===== src/include/dst_regs.svh =====
/*
 * register offsets, field positions, reset values and timing counts of the
 * drive supervision timers. assumes a 100 MHz mclk and byte addresses on a
 * plain register port with one 32-bit word per register.
 */
//************************************************************
// Summary of operation
//************************************************************
// Summary of operation
// - over-torque time past half the detect time raises alarm, motor keeps running.
// - over-torque level zero disables both alarm and trip.
// - over-torque time past full detect time records fault and stops output.
// - detect time 0.1 to 20.0 s in 0.1 s steps, default 1.0 s.
// - over-torque time starts when current first exceeds the threshold.
// - mode 0-3 picks reached-frequency or running detection, alarm or stop.
// - counter retention 1 keeps counter over power loss, 0 clears it.
// - aux pump count 0-2, each pump on its own output contact.
// - two pumps, one on duty: swap duty after set minutes, default 60.
// - duty swap holds both outputs off for interlock time 1-250 s, default 5.
// - run at high speed for high-speed time starts an aux pump.
// - run at low speed for low-speed time stops an aux pump.
// - sleep entry holds sleep frequency 1-250 s, default 20 s.
// - fault restart enabled restarts after trip outlasts restart delay, default 1.0.
// - momentary restart 0 never restarts after outage, 1 restarts with tracking.
// - outage longer than allowable time (0.1-5.0 s) waits for a start command.
// - over-current or over-voltage resets and restarts, normal or tracking start.
// - restart limit 0-10, 0 disables; reload after 60 s clean; limit locks.
// - PID path active only while the PID input is asserted.
// - gain 0.0-1000.0 % default 100 %; integral 0.1-3600.0 s default 5.0.
// - derivative time 0.01-10.00 s; zero disables the derivative term.
// - energy saving above zero reduces voltage only at constant speed.
`ifndef DST_REGS_SVH
`define DST_REGS_SVH
// offsets
`define DST_A_CTRL 6'h00
`define DST_A_OT 6'h04
`define DST_A_PUMP 6'h08
`define DST_A_SPEED 6'h0C
`define DST_A_RST 6'h10
`define DST_A_PID 6'h14
`define DST_A_PIDT 6'h18
`define DST_A_ESAVE 6'h1C
`define DST_A_COUNT 6'h20
`define DST_A_STAT 6'h24
`define DST_A_CMD 6'h28
// field positions
`define DST_F_MODE 0
`define DST_F_RETAIN 2
`define DST_F_NPUMP 3
`define DST_F_FREN 5
`define DST_F_MOMR 6
`define DST_F_TRACK 7
`define DST_F_LO 0
`define DST_F_MID 8
`define DST_F_HI 16
// reset values, time fields in 0.1 s, 1 s or minutes as noted
`define DST_R_OTTIME 8'h0A
`define DST_R_ALTMIN 14'h003C
`define DST_R_INTLK 8'h05
`define DST_R_HIRUN 8'h3C
`define DST_R_LORUN 8'h3C
`define DST_R_SLEEP 8'h14
`define DST_R_FRD 8'h0A
`define DST_R_OUTAGE 8'h05
`define DST_R_GAIN 14'h03E8
`define DST_R_ITIME 16'h0032
// timing
`define DST_CLK_NS 10
`define DST_TICK_NS 100000000
`define DST_TICKS_PER_S 16'h000A
`define DST_MIN_TICKS 23'h000258
`define DST_CLEAN_TICKS 16'h0258
// fault codes
`define DST_FC_NONE 4'h0
`define DST_FC_OT 4'h1
`define DST_FC_OC 4'h2
`define DST_FC_OV 4'h3
`endif


===== src/include/dst_pkg.sv =====
/*
 * types of the drive supervision timers.
 * assumes dst_regs.svh holds the numbers.
 */
package dst_pkg;
  typedef enum logic [2:0] {DST_STOP, DST_RUN, DST_OUTAGE, DST_FAULT, DST_LOCK} dst_state_t;
  // asynchronous pins
  typedef struct packed {
    logic power_ok;
    logic pid_in;
    logic oc;
    logic ov;
  } dst_pins_t;
  // drive-facing outputs
  typedef struct packed {
    logic ot_alarm;
    logic run_enable;
    logic track_start;
    logic [1:0] pump;
    logic sleep_hold;
    logic pid_en;
    logic pid_d_en;
    logic esave_en;
    logic [3:0] fault_code;
  } dst_out_t;
endpackage


===== src/rtl/dst_core.sv =====
/*
 * drive supervision timers: over-torque, counter retention, pump staging,
 * sleep hold, restart sequencing and PID/energy-saving enables.
 * assumes current and speed flags come from logic on mclk, pins are async.
 */
// Local design decisions: the strobed register port and the register offsets.
`timescale 1ns/100ps
`include "dst_regs.svh"
module dst_core #(
  parameter int unsigned TICK_CYCLES = `DST_TICK_NS / `DST_CLK_NS
) (
  // clock, reset, enable
  input wire logic mclk,
  input wire logic nrst,
  input wire logic ce,
  // register port
  input wire logic [5:0] addr,
  input wire logic [31:0] wdata,
  input wire logic wr,
  input wire logic rd,
  output logic [31:0] rdata,
  // drive status on mclk
  input wire logic [7:0] cur_pct,
  input wire logic at_freq,
  input wire logic running,
  input wire logic at_high,
  input wire logic at_low,
  input wire logic const_speed,
  input wire logic sleep_req,
  input wire logic count_pulse,
  input wire logic start_cmd,
  // asynchronous pins
  input wire dst_pkg::dst_pins_t pins,
  // outputs
  output dst_pkg::dst_out_t o
);
  function automatic logic [15:0] inc16(input logic [15:0] v);
    return (v == 16'hFFFF) ? v : v + 16'h0001;
  endfunction
  function automatic logic [15:0] secs(input logic [7:0] s);
    return 16'(s) * `DST_TICKS_PER_S;
  endfunction
  function automatic logic [15:0] clampv(input logic [15:0] v, lo, hi);
    return (v < lo) ? lo : ((v > hi) ? hi : v);
  endfunction

  dst_pkg::dst_pins_t pins_m, pins_s;
  dst_pkg::dst_state_t state;
  logic [31:0] pre;
  logic tick, pwr_prev, pwr_fall, fault_reset, run;
  logic [1:0] ot_mode, aux_pump_count, pumps_on;
  logic counter_retention, fault_restart_en, momentary_stop_restart, track_on_restart;
  logic [7:0] overtorque_level, overtorque_detect_time, pump_interlock_time;
  logic [7:0] high_speed_run_time, low_speed_run_time, sleep_freq_hold_time;
  logic [7:0] fault_restart_delay, allowable_outage_time;
  logic [3:0] auto_restart_limit, retries, energy_saving_level;
  logic [13:0] pump_alternation_minutes, pid_prop_gain;
  logic [15:0] pid_integral_time, cnt, ot_acc, t, clean_t, hs_t, ls_t, il_t, sl_t;
  logic [9:0] pid_derivative_time;
  logic [22:0] alt_t;
  logic ot_en, ot_over, ot_trip, il, duty, alt_done, restart_ok;

  //************************************************************
  // pin synchroniser and tick
  //************************************************************
  always_ff @(posedge mclk or negedge nrst) begin
    if (!nrst) begin
      pins_m <= '0;
      pins_s <= '0;
    end else if (ce) begin
      pins_m <= pins;
      pins_s <= pins_m;
    end
  end

  always_ff @(posedge mclk or negedge nrst) begin
    if (!nrst) begin
      pre <= '0;
      tick <= 1'b0;
    end else if (ce) begin
      tick <= (pre == TICK_CYCLES - 1);
      pre <= (pre == TICK_CYCLES - 1) ? '0 : pre + 32'h1;
    end
  end

  //************************************************************
  // registers
  //************************************************************
  assign fault_reset = ce && wr && addr == `DST_A_CMD && wdata[0];
  always_ff @(posedge mclk or negedge nrst) begin
    if (!nrst) begin
      ot_mode <= '0;
      counter_retention <= 1'b0;
      aux_pump_count <= '0;
      fault_restart_en <= 1'b0;
      momentary_stop_restart <= 1'b0;
      track_on_restart <= 1'b0;
      overtorque_level <= '0;
      overtorque_detect_time <= `DST_R_OTTIME;
      pump_alternation_minutes <= `DST_R_ALTMIN;
      pump_interlock_time <= `DST_R_INTLK;
      high_speed_run_time <= `DST_R_HIRUN;
      low_speed_run_time <= `DST_R_LORUN;
      sleep_freq_hold_time <= `DST_R_SLEEP;
      fault_restart_delay <= `DST_R_FRD;
      allowable_outage_time <= `DST_R_OUTAGE;
      auto_restart_limit <= '0;
      pid_prop_gain <= `DST_R_GAIN;
      pid_integral_time <= `DST_R_ITIME;
      pid_derivative_time <= '0;
      energy_saving_level <= '0;
    end else if (ce && wr) begin
      unique case (addr)
        `DST_A_CTRL: begin
          ot_mode <= wdata[`DST_F_MODE +: 2];
          counter_retention <= wdata[`DST_F_RETAIN];
          aux_pump_count <= 2'(clampv(16'(wdata[`DST_F_NPUMP +: 2]), 16'h0, 16'h2));
          fault_restart_en <= wdata[`DST_F_FREN];
          momentary_stop_restart <= wdata[`DST_F_MOMR];
          track_on_restart <= wdata[`DST_F_TRACK];
        end
        `DST_A_OT: begin
          overtorque_level <= 8'(clampv(16'(wdata[`DST_F_LO +: 8]), 16'h0, 16'h00C8));
          overtorque_detect_time <= 8'(clampv(16'(wdata[`DST_F_MID +: 8]), 16'h1, 16'h00C8));
        end
        `DST_A_PUMP: begin
          pump_alternation_minutes <= 14'(clampv(16'(wdata[`DST_F_LO +: 14]), 16'h1, 16'h2328));
          pump_interlock_time <= 8'(clampv(16'(wdata[`DST_F_HI +: 8]), 16'h1, 16'h00FA));
        end
        `DST_A_SPEED: begin
          high_speed_run_time <= 8'(clampv(16'(wdata[`DST_F_LO +: 8]), 16'h1, 16'h00FA));
          low_speed_run_time <= 8'(clampv(16'(wdata[`DST_F_MID +: 8]), 16'h1, 16'h00FA));
          sleep_freq_hold_time <= 8'(clampv(16'(wdata[`DST_F_HI +: 8]), 16'h1, 16'h00FA));
        end
        `DST_A_RST: begin
          fault_restart_delay <= wdata[`DST_F_LO +: 8];
          allowable_outage_time <= 8'(clampv(16'(wdata[`DST_F_MID +: 8]), 16'h1, 16'h0032));
          auto_restart_limit <= 4'(clampv(16'(wdata[`DST_F_HI +: 4]), 16'h0, 16'hA));
        end
        `DST_A_PID: pid_prop_gain <= 14'(clampv(16'(wdata[`DST_F_LO +: 14]), 16'h0, 16'h2710));
        `DST_A_PIDT: begin
          pid_integral_time <= clampv(wdata[`DST_F_LO +: 16], 16'h1, 16'h8CA0);
          pid_derivative_time <= 10'(clampv(16'(wdata[`DST_F_HI +: 10]), 16'h0, 16'h03E8));
        end
        `DST_A_ESAVE: energy_saving_level <= 4'(clampv(16'(wdata[3:0]), 16'h0, 16'hA));
        default: ;
      endcase
    end
  end

  always_ff @(posedge mclk or negedge nrst) begin
    if (!nrst) begin
      rdata <= '0;
    end else if (ce) begin
      rdata <= '0;
      if (rd) begin
        unique case (addr)
          `DST_A_CTRL: rdata <= {24'h0, track_on_restart, momentary_stop_restart,
                                 fault_restart_en, aux_pump_count, counter_retention, ot_mode};
          `DST_A_OT: rdata <= {16'h0, overtorque_detect_time, overtorque_level};
          `DST_A_PUMP: rdata <= {8'h0, pump_interlock_time, 2'h0, pump_alternation_minutes};
          `DST_A_SPEED: rdata <= {8'h0, sleep_freq_hold_time, low_speed_run_time,
                                  high_speed_run_time};
          `DST_A_RST: rdata <= {12'h0, auto_restart_limit, allowable_outage_time,
                                fault_restart_delay};
          `DST_A_PID: rdata <= {18'h0, pid_prop_gain};
          `DST_A_PIDT: rdata <= {6'h0, pid_derivative_time, pid_integral_time};
          `DST_A_ESAVE: rdata <= {28'h0, energy_saving_level};
          `DST_A_COUNT: rdata <= {16'h0, cnt};
          `DST_A_STAT: rdata <= {16'h0, o.fault_code, retries, 1'b0, state, pumps_on, il,
                                 o.ot_alarm};
          default: rdata <= '0;
        endcase
      end
    end
  end

  //************************************************************
  // over-torque
  //************************************************************
  assign ot_en = overtorque_level != 8'h00 && (ot_mode[1] ? running : at_freq);
  assign ot_over = ot_en && cur_pct > overtorque_level;
  assign ot_trip = ot_over && ot_mode[0] && ot_acc > 16'(overtorque_detect_time);
  always_ff @(posedge mclk or negedge nrst) begin
    if (!nrst) begin
      ot_acc <= '0;
      o.ot_alarm <= 1'b0;
    end else if (ce) begin
      ot_acc <= !ot_over ? '0 : (tick ? inc16(ot_acc) : ot_acc);
      o.ot_alarm <= ot_over && {ot_acc, 1'b0} > 17'(overtorque_detect_time);
    end
  end

  //************************************************************
  // event counter
  //************************************************************
  assign pwr_fall = pwr_prev && !pins_s.power_ok;
  always_ff @(posedge mclk or negedge nrst) begin
    if (!nrst) begin
      pwr_prev <= 1'b0;
      cnt <= '0;
    end else if (ce) begin
      pwr_prev <= pins_s.power_ok;
      if (wr && addr == `DST_A_COUNT)
        cnt <= wdata[15:0];
      else if (pwr_fall && !counter_retention)
        cnt <= '0;
      else if (count_pulse && pins_s.power_ok)
        cnt <= cnt + 16'h0001;
    end
  end

  //************************************************************
  // run, outage and fault sequencing
  //************************************************************
  assign run = state == dst_pkg::DST_RUN;
  // a fault restart needs a nonzero limit and room left in it
  assign restart_ok = auto_restart_limit != 4'h0 && retries < auto_restart_limit
                      && (fault_restart_en || o.fault_code != `DST_FC_OT);
  always_ff @(posedge mclk or negedge nrst) begin
    if (!nrst) begin
      state <= dst_pkg::DST_STOP;
      t <= '0;
      clean_t <= '0;
      retries <= '0;
      o.fault_code <= `DST_FC_NONE;
      o.track_start <= 1'b0;
    end else if (ce) begin
      o.track_start <= 1'b0;
      t <= tick ? inc16(t) : t;
      unique case (state)
        dst_pkg::DST_STOP: begin
          if (start_cmd && pins_s.power_ok)
            state <= dst_pkg::DST_RUN;
        end
        dst_pkg::DST_RUN: begin
          t <= '0;
          clean_t <= tick ? inc16(clean_t) : clean_t;
          if (clean_t >= `DST_CLEAN_TICKS) begin
            retries <= '0;
            clean_t <= '0;
          end
          if (!pins_s.power_ok) begin
            state <= dst_pkg::DST_OUTAGE;
          end else if (pins_s.oc || pins_s.ov || ot_trip) begin
            state <= dst_pkg::DST_FAULT;
            clean_t <= '0;
            o.fault_code <= ot_trip ? `DST_FC_OT : (pins_s.oc ? `DST_FC_OC : `DST_FC_OV);
          end
        end
        dst_pkg::DST_OUTAGE: begin
          if (pins_s.power_ok) begin
            // beyond the allowed outage only a fresh start command runs again
            if (momentary_stop_restart && t <= 16'(allowable_outage_time)) begin
              state <= dst_pkg::DST_RUN;
              o.track_start <= 1'b1;
            end else
              state <= dst_pkg::DST_STOP;
          end
        end
        dst_pkg::DST_FAULT: begin
          if (fault_reset) begin
            state <= dst_pkg::DST_STOP;
            o.fault_code <= `DST_FC_NONE;
          end else if (auto_restart_limit != 4'h0 && retries >= auto_restart_limit)
            state <= dst_pkg::DST_LOCK;
          else if (restart_ok && t > 16'(fault_restart_delay) && pins_s.power_ok) begin
            state <= dst_pkg::DST_RUN;
            retries <= retries + 4'h1;
            o.track_start <= track_on_restart;
          end
        end
        dst_pkg::DST_LOCK: begin
          if (fault_reset) begin
            state <= dst_pkg::DST_STOP;
            retries <= '0;
            o.fault_code <= `DST_FC_NONE;
          end
        end
      endcase
    end
  end

  always_ff @(posedge mclk or negedge nrst) begin
    if (!nrst)
      o.run_enable <= 1'b0;
    else if (ce)
      o.run_enable <= run;
  end

  //************************************************************
  // auxiliary pumps
  //************************************************************
  assign alt_done = alt_t >= 23'(pump_alternation_minutes) * `DST_MIN_TICKS;
  always_ff @(posedge mclk or negedge nrst) begin
    if (!nrst) begin
      pumps_on <= '0;
      hs_t <= '0;
      ls_t <= '0;
      alt_t <= '0;
      il <= 1'b0;
      il_t <= '0;
      duty <= 1'b0;
      o.pump <= '0;
    end else if (ce) begin
      hs_t <= (run && at_high && pumps_on < aux_pump_count) ? (tick ? inc16(hs_t) : hs_t) : '0;
      ls_t <= (run && at_low && pumps_on != 2'h0) ? (tick ? inc16(ls_t) : ls_t) : '0;
      if (!run || pumps_on > aux_pump_count)
        pumps_on <= '0;
      else if (hs_t >= secs(high_speed_run_time)) begin
        pumps_on <= pumps_on + 2'h1;
        hs_t <= '0;
      end else if (ls_t >= secs(low_speed_run_time)) begin
        pumps_on <= pumps_on - 2'h1;
        ls_t <= '0;
      end
      if (il) begin
        alt_t <= '0;
        il_t <= tick ? inc16(il_t) : il_t;
        if (il_t >= secs(pump_interlock_time)) begin
          il <= 1'b0;
          duty <= !duty;
        end
      end else if (run && aux_pump_count == 2'h2 && pumps_on == 2'h1) begin
        alt_t <= tick ? alt_t + 23'h1 : alt_t;
        if (alt_done) begin
          il <= 1'b1;
          il_t <= '0;
        end
      end else
        alt_t <= '0;
      // each pump owns one contact; the interlock drops both
      o.pump <= (il || pumps_on == 2'h0) ? 2'b00 :
                (pumps_on == 2'h2) ? 2'b11 : (duty ? 2'b10 : 2'b01);
    end
  end

  //************************************************************
  // sleep hold, PID and energy saving
  //************************************************************
  always_ff @(posedge mclk or negedge nrst) begin
    if (!nrst) begin
      sl_t <= '0;
      o.sleep_hold <= 1'b0;
      o.pid_en <= 1'b0;
      o.pid_d_en <= 1'b0;
      o.esave_en <= 1'b0;
    end else if (ce) begin
      sl_t <= !(sleep_req && run) ? '0 : (tick ? inc16(sl_t) : sl_t);
      o.sleep_hold <= sleep_req && run && sl_t < secs(sleep_freq_hold_time);
      o.pid_en <= pins_s.pid_in && run;
      o.pid_d_en <= pins_s.pid_in && run && pid_derivative_time != 10'h000;
      o.esave_en <= energy_saving_level != 4'h0 && run && const_speed;
    end
  end
endmodule


===== config.mk =====
export PLATFORM = sky130hd
export DESIGN_NAME = dst_core
export DESIGN_NICKNAME = d
export VERILOG_FILES = /design/src/include/dst_pkg.sv /design/src/rtl/dst_core.sv
export VERILOG_INCLUDE_DIRS = /design/src /design/src/include
export SDC_FILE = /design/constraint.sdc
export NUM_CORES = 1
export LEC_CHECK = 0
export ABC_AREA = 0
export BUFFER_PORTS_ARGS = -buffer_cell sky130_fd_sc_hd__buf_2
export CORE_ASPECT_RATIO = 2
export CORE_MARGIN = 5
export CORE_UTILIZATION = 55
export CTS_BUF_LIST = sky130_fd_sc_hd__clkbuf_8
export CTS_CLUSTER_SIZE = 40
export DETAILED_ROUTE_END_ITERATION = 8
export PLACE_DENSITY = 0.79
export SETUP_SLACK_MARGIN = 0.1
export SYNTH_ARGS = -nofsm -noshare
export SYNTH_HDL_FRONTEND = slang
export SYNTH_SLANG_ARGS = --single-unit

===== constraint.sdc =====
create_clock -name mclk -period 5.78 [get_ports mclk]
set_clock_uncertainty 0.15 [all_clocks]
set_input_delay 0.289 -clock mclk [delete_from_list [all_inputs] [get_ports mclk]]
set_output_delay 0.289 -clock mclk [all_outputs]
set_load 0.01 [all_outputs]

==> impl_metrics.env, run 1 <==
export IMPL_rsz0062_at_grt="true"
export IMPL_clock_latency_ns=0.65
export IMPL_avgViaCountPerCell=6.43
export IMPL_num_rows=108
export IMPL_async_reset_ff_share_pct=100
export IMPL_clk_pin_slew_ns=0.07
export IMPL_drcViolationCount=0
export IMPL_power_density_nw_per_um2=243
export IMPL_ctsRootBufferMaster="clkbuf_8"
export IMPL_crit_chain="ha_4, ha_4, inv_2, fa_1, inv_2, fa_1, ha_4, o21a_1, a21boi_4, o211ai_1, nand4_1, a31o_2, a21oi_2, xor2_1, ha_1, o2111a_1, and4_1, o21ai_2, a31oi_2, o21ai_2, a21o_4, or4_4, mux2_4"
export IMPL_outcome="finished with violations"
export IMPL_synth_cell_types=96
export IMPL_synth_seq_cells=375
export IMPL_ant_nets=0
export IMPL_final_cell_area_sq_um=27300
export IMPL_htree_levels=2
export IMPL_placed_cell_area_sq_um=25400
export IMPL_finalCritPeriodShare_pct=104
export IMPL_final_core_util_pct=62.8
export IMPL_hp_class="input pin to async pin"
export IMPL_cts_tree="yes"
export IMPL_maxSlewViolCount=0
export IMPL_slew_headroom_pct=28.4
export IMPL_synthFlopType="dfrtp_1"
export IMPL_fp_dieW_microns=158
export IMPL_grt_pass1_wl_microns=117000
export IMPL_syn_inst=2601
export IMPL_wire_per_inst_microns=22.0
export IMPL_crit_path_frequent_cell="ha_4"
export IMPL_violations="negative setup slack"
export IMPL_grt_pass1_vias=22300
export IMPL_die_y_microns=307
export IMPL_setup_viol=13
export IMPL_vias=21500
export IMPL_place_ws_ns=-0.253
export IMPL_synthSimpleGateAreaFrac_pct=18.1
export IMPL_fmaxAchievable_mhz=166
export IMPL_hold_viol=0
export IMPL_synth_compound_area_share_pct=17.4
export IMPL_synth_top_cells_by_count="344 x dfrtp_1, 266 x nand2_1, 226 x ha_1"
export IMPL_synth_top_family_by_area="simple AND/OR/NAND/NOR gates"
export IMPL_synth_top_area_share_pct=35.5
export IMPL_p_leak_uw=0.0130
export IMPL_drt_pass1_iterations=7
export IMPL_drt_iter0_drc=1483
export IMPL_netlist_area_sq_um=24200
export IMPL_critPathKind="register to register"
export IMPL_core_sq_um=43500
export IMPL_end_kind="register"
export IMPL_grt_util_all_layers_pct=30.2
export IMPL_ios=108
export IMPL_port_buffers=93
export IMPL_drive_above_1_share_pct=14.7
export IMPL_gp_congestion=0.976
export IMPL_yosysMostFrequentCell="dfrtp_1"
export IMPL_synth_fa_ha_area_share_pct=13.6
export IMPL_synth_enable_flop_cells=0
export IMPL_ir_drop_mv=0.247
export IMPL_gr_total_overflow=0
export IMPL_slowest_stage="dfstp_2"
export IMPL_ctsLongestPathBuffers=3
export IMPL_ys_seq_area_share_pct=38.9
export IMPL_cpPeakStageDelay_ns=0.57
export IMPL_critPathRequiredTime_ns=6.15
export IMPL_worst_pin_slew_ns=1.07
export IMPL_grt_max_degree=154
export IMPL_cts_sinks=375
export IMPL_num_nets_final=3065
export IMPL_synthMuxAreaShare_pct=3.15
export IMPL_initial_utilization_pct=55.7
export IMPL_ys_warn_count=0
export IMPL_fin_crit_ns=6.03
export IMPL_cap_viol_max_count=0
export IMPL_yosys_area_top_type="dfrtp_1"
export IMPL_cts_buffers=54
export IMPL_worst_slack_ns=-0.253
export IMPL_netlist_top_cells_area="dfrtp_1 36%, ha_1 12%, nand2_1 4.1%"
export IMPL_synthXorXnorAreaFrac_pct=4.30
export IMPL_dpl_hpwl_microns=54200
export IMPL_antenna_found_initial=1
export IMPL_wl_microns=73600
export IMPL_critPathMaxFanout=2
export IMPL_cp_start_kind="register"
export IMPL_cp_arrival_ns=6.40
export IMPL_avgSynthCellArea_sq_um=9.32
export IMPL_dieArea_sq_um=48600
export IMPL_area_growth_pct=12.7
[cell usage in the layout (no fill, tap or decap), drive strengths merged, types with 48 or more instances in the layout]
cell	count
a22o	52
a21oi	136
nor2	185
mux2	50
nand4	48
xor2	65
nand2	267
dfrtp	344
inv	180
nor3	55
xnor2	54
buf	160
clkbuf	63
o21ai	158
ha	226
nand3	102
[worst paths after layout]
kind                                             startpoint                     endpoint  slack, ns  cells after the start
worst max register to register  pump_alternation_minutes[4]                      il_t[7]      -0.25                     23
worst max-delay path            pump_alternation_minutes[4]                      il_t[7]      -0.25                     23
max in group asynchronous                              nrst  pump_alternation_minutes[6]       3.89                      3
worst min-delay path                                   nrst                    ot_acc[3]       0.08                      2
worst min register to register             pid_prop_gain[3]             pid_prop_gain[3]       0.33                      2
min in group mclk                               count_pulse                       cnt[1]       0.12                      4
[cell families after synthesis]
kind of cell	after synthesis
fa+ha+maj	249
compound gates	627
mux	70
other cells	1
simple gates	883
flops	375
xor+xnor	119
buf+inv	277
[critical path, delay by kind of cell (launching register included)]
kind                     cells  cell delay (ns)
AO/OA/AOI/OAI               10             1.83
XOR/XNOR                     1             0.10
adder cells (fa/ha/maj)      6             2.06
buffers and inverters        2             0.07
flip-flops                   1             0.57
multiplexers                 1             0.31
AND/OR/NAND/NOR              3             0.83
[where the power goes]
group          switching, uW  internal (uW)
logic                    841            561
registers                226           2790
clock network           1120           1100
[repair_timing]
action | 4_1_cts | 5_1_grt
gates cloned | 1 | 0
endpoints found under the hold margin | 217 | 0
pin swaps | 33 | 25
resized for setup | 42 | 24
buffers inserted | 12 | 7
hold buffers | 36 | 0
setup endpoints to repair | 16 | 16
[stage by stage]
step	hold WS (ns)	TNS, ns	std cells	total power [uW]
2_1_floorplan	-0.157	0	2608	3870
3_3_place_gp	0.178	-0.0962	3192	4290
3_5_place_dp	0.184	-1.43	3192	4350
4_1_cts	0.0813	-0.309	3339	6600
5_1_grt	0.122	-3.01	3346	6940
6_report	0.0797	-1.20	3346	6640
[metal layers]
layer / track usage [%] / up-vias / part of all wire, %
met2: 52.3 / 964 / 50
li1: - / 9695 / -
met4: 24.2 / 0 / 10
met3: 4.60 / 373 / 5.5
met1: 31.7 / 10500 / 34
met5: 0 / - / 0
[cell type report]
type	instances	area [sq um]
fillers	3574	16200
repair buffers	196	1400
clock inverters	35	241
diodes	1	2.50
clock buffers	63	867
well taps	550	688
multi-input cells	1956	14000
inverters	170	638
flip-flops and latches	375	9430
[state kept, by name, summed over array words and instances (netlist names), 16 cells and up]
signal and count:
hs_t 16, pid_integral_time 16, ot_acc 16, pre 32, alt_t 23, clean_t 16, rdata 26, sl_t 16
ls_t 16, cnt 16, t 16, il_t 16
No activity file was read; power rests on OpenSTA's default activity.
==> inputs of run 2 (changes only) <==
--- a/config.mk
+++ b/config.mk
@@ -12,6 +12,7 @@
 export CORE_MARGIN = 5
 export CORE_UTILIZATION = 55
 export CTS_BUF_LIST = sky130_fd_sc_hd__clkbuf_8
+export CTS_CLUSTER_DIAMETER = 30
 export CTS_CLUSTER_SIZE = 40
 export DETAILED_ROUTE_END_ITERATION = 8
 export PLACE_DENSITY = 0.79
@@ -19,3 +20,4 @@
 export SYNTH_ARGS = -nofsm -noshare
 export SYNTH_HDL_FRONTEND = slang
 export SYNTH_SLANG_ARGS = --single-unit
+export TNS_END_PERCENT = 30
==> impl_metrics.env, run 2 (synthesized netlist as in run 1, its figures left out) <==
export IMPL_port_buffers=93
export IMPL_top_regs="pre x32, rdata x26, alt_t x23"
export IMPL_gr_total_overflow=0
export IMPL_crit_buf_inv=2
export IMPL_cpPeakStageDelay_ns=0.53
export IMPL_drive_above_1_share_pct=14.7
export IMPL_crit_chain="ha_1, ha_1, fa_1, inv_1, fa_1, inv_1, ha_1, and2_1, o21ai_2, nand4_1, a31o_2, a21oi_2, xor2_1, ha_1, o2111a_1, and4_1, o21ai_2, a31oi_2, o21ai_2, a21o_4, or4_4, mux2_4"
export IMPL_slowest_stage="fa_1"
export IMPL_cts_sinks=375
export IMPL_finalCritPeriodShare_pct=102
export IMPL_rsz0062_at_grt="true"
export IMPL_top_register="pre"
export IMPL_cts_tree="yes"
export IMPL_wl_microns=73300
export IMPL_seqPwrFrac_pct=42.9
export IMPL_wl_met2_microns=37600
export IMPL_switching_share_pct=34.7
export IMPL_grt_pass1_wl_microns=117000
export IMPL_drt_iter0_drc=1625
export IMPL_end_kind="register"
export IMPL_core_sq_um=43500
export IMPL_area_growth_pct=13.2
export IMPL_ir_drop_mv=0.257
export IMPL_ctsRootBufferMaster="clkbuf_8"
export IMPL_die_y_microns=307
export IMPL_layout_common_cells="341 x dfrtp_1, 265 x nand2_1, 214 x ha_1"
export IMPL_clock_latency_ns=0.67
export IMPL_fp_dieW_microns=158
export IMPL_maxSlewViolCount=0
export IMPL_top_layer="met4"
export IMPL_worst_pin_slew_ns=1.08
export IMPL_ant_nets=0
export IMPL_critPathKind="register to register"
export IMPL_drcViolationCount=0
export IMPL_grt_max_degree=154
export IMPL_drt_pass1_iterations=7
export IMPL_critPathRequiredTime_ns=6.16
export IMPL_vias=21400
export IMPL_cap_viol_max_count=0
export IMPL_wl_met1_microns=24300
export IMPL_avgViaCountPerCell=6.39
export IMPL_timing_hold_ws_ns=0.0701
export IMPL_place_ws_ns=-0.253
export IMPL_antenna_found_initial=2
export IMPL_route_met3_wl_microns=4360
export IMPL_fin_tns_setup_ns=-0.192
export IMPL_clk_pin_slew_ns=0.08
export IMPL_worst_slack_ns=-0.135
export IMPL_wire_per_inst_microns=21.9
export IMPL_ios=108
export IMPL_comb_power_share_pct=19.7
export IMPL_largest_reg_flops=32
export IMPL_critPathMaxFanout=4
export IMPL_initial_utilization_pct=55.7
export IMPL_crit_family="adder cells"
export IMPL_cp_arrival_ns=6.29
export IMPL_cp_start_kind="register"
export IMPL_hold_viol=0
export IMPL_p_switching_uw=2440
export IMPL_ctsLongestPathBuffers=3
export IMPL_grt_util_all_layers_pct=30.2
export IMPL_num_rows=108
export IMPL_num_nets_final=3059
export IMPL_fin_crit_ns=5.91
export IMPL_dieArea_sq_um=48600
export IMPL_violations="negative setup slack"
export IMPL_power_density_nw_per_um2=256
export IMPL_grt_pass1_vias=22300
export IMPL_fmaxAchievable_mhz=169
export IMPL_crit_path_frequent_cell="ha_1"
export IMPL_p_leak_uw=0.0130
export IMPL_slew_headroom_pct=27.7
export IMPL_final_common_cell="dfrtp_1"
export IMPL_hp_class="input pin to async pin"
export IMPL_gp_congestion=0.976
export IMPL_p_clk_share_pct=37.4
export IMPL_outcome="finished with violations"
export IMPL_cts_buffers=55
export IMPL_htree_levels=2
export IMPL_power_internal_uw=4590
export IMPL_dpl_hpwl_microns=54200
export IMPL_setup_viol=3
[run 2: power groups by stage]
stage / combinational [uW] / clock, uW / sequential (uW)
after floorplan: 911 / 0 / 2960
after global placement: 1240 / 0 / 3050
after detailed placement: 1300 / 0 / 3050
after CTS: 1350 / 2660 / 3000
after global routing: 1540 / 2760 / 3030
final: 1390 / 2630 / 3010
[run 2: worst paths after layout]
kind / startpoint / end / slack, ns / depth (start not counted)
setup / recovery: pump_alternation_minutes[8] / il_t[7] / -0.13 / 22
hold / removal: nrst / ot_acc[3] / 0.07 / 2
setup reg to reg: pump_alternation_minutes[8] / il_t[7] / -0.13 / 22
hold reg to reg: pid_prop_gain[3] / pid_prop_gain[3] / 0.33 / 2
max in group asynchronous: nrst / pump_alternation_minutes[6] / 3.91 / 3
min in group mclk: count_pulse / cnt[1] / 0.11 / 4
[run 2: repair_timing]
| item | CTS | global route |
|---|---|---|
| setup endpoints to repair | 16 | 16 |
| resized for setup | 39 | 14 |
| hold buffers | 36 | 0 |
| endpoints found under the hold margin | 226 | 0 |
| gates cloned | 0 | 0 |
| pin swaps | 36 | 18 |
| buffers inserted | 10 | 3 |
[run 2: worst register-to-register path, delay by kind of cell (launching register included)]
kind	cells	cell delay, ns
adder cells (fa/ha/maj)	6	2.32
flip-flops	1	0.45
buffers and inverters	2	0.10
AO/OA/AOI/OAI	8	1.39
AND/OR/NAND/NOR	4	1.00
multiplexers	1	0.31
XOR/XNOR	1	0.09
[run 2: final cells by class]
cell class	count	area [sq um]
tap	550	688
timing repair buffer	189	1300
inverter	170	638
multi-input combinational	1956	14000
clock inverter	49	598
clock buffer	55	757
antenna	2	5.00
sequential	375	9430
fill	3548	16100
[run 2: stage by stage]
step	area, sq um	power, uW	cells	util (%)
floorplan	24300	3870	2608	-
global route	27400	7330	3345	63.0
finish	27400	7030	3346	63.0
global placement	25400	4290	3192	58.3
CTS	27400	7010	3342	62.9
detailed placement	25400	4350	3192	58.3
[run 2: layer usage]
metal	global-route usage, %	vias up
met1	31.6	10400
li1	-	9694
met5	0	-
met4	23.5	0
met3	4.55	346
met2	53.0	978
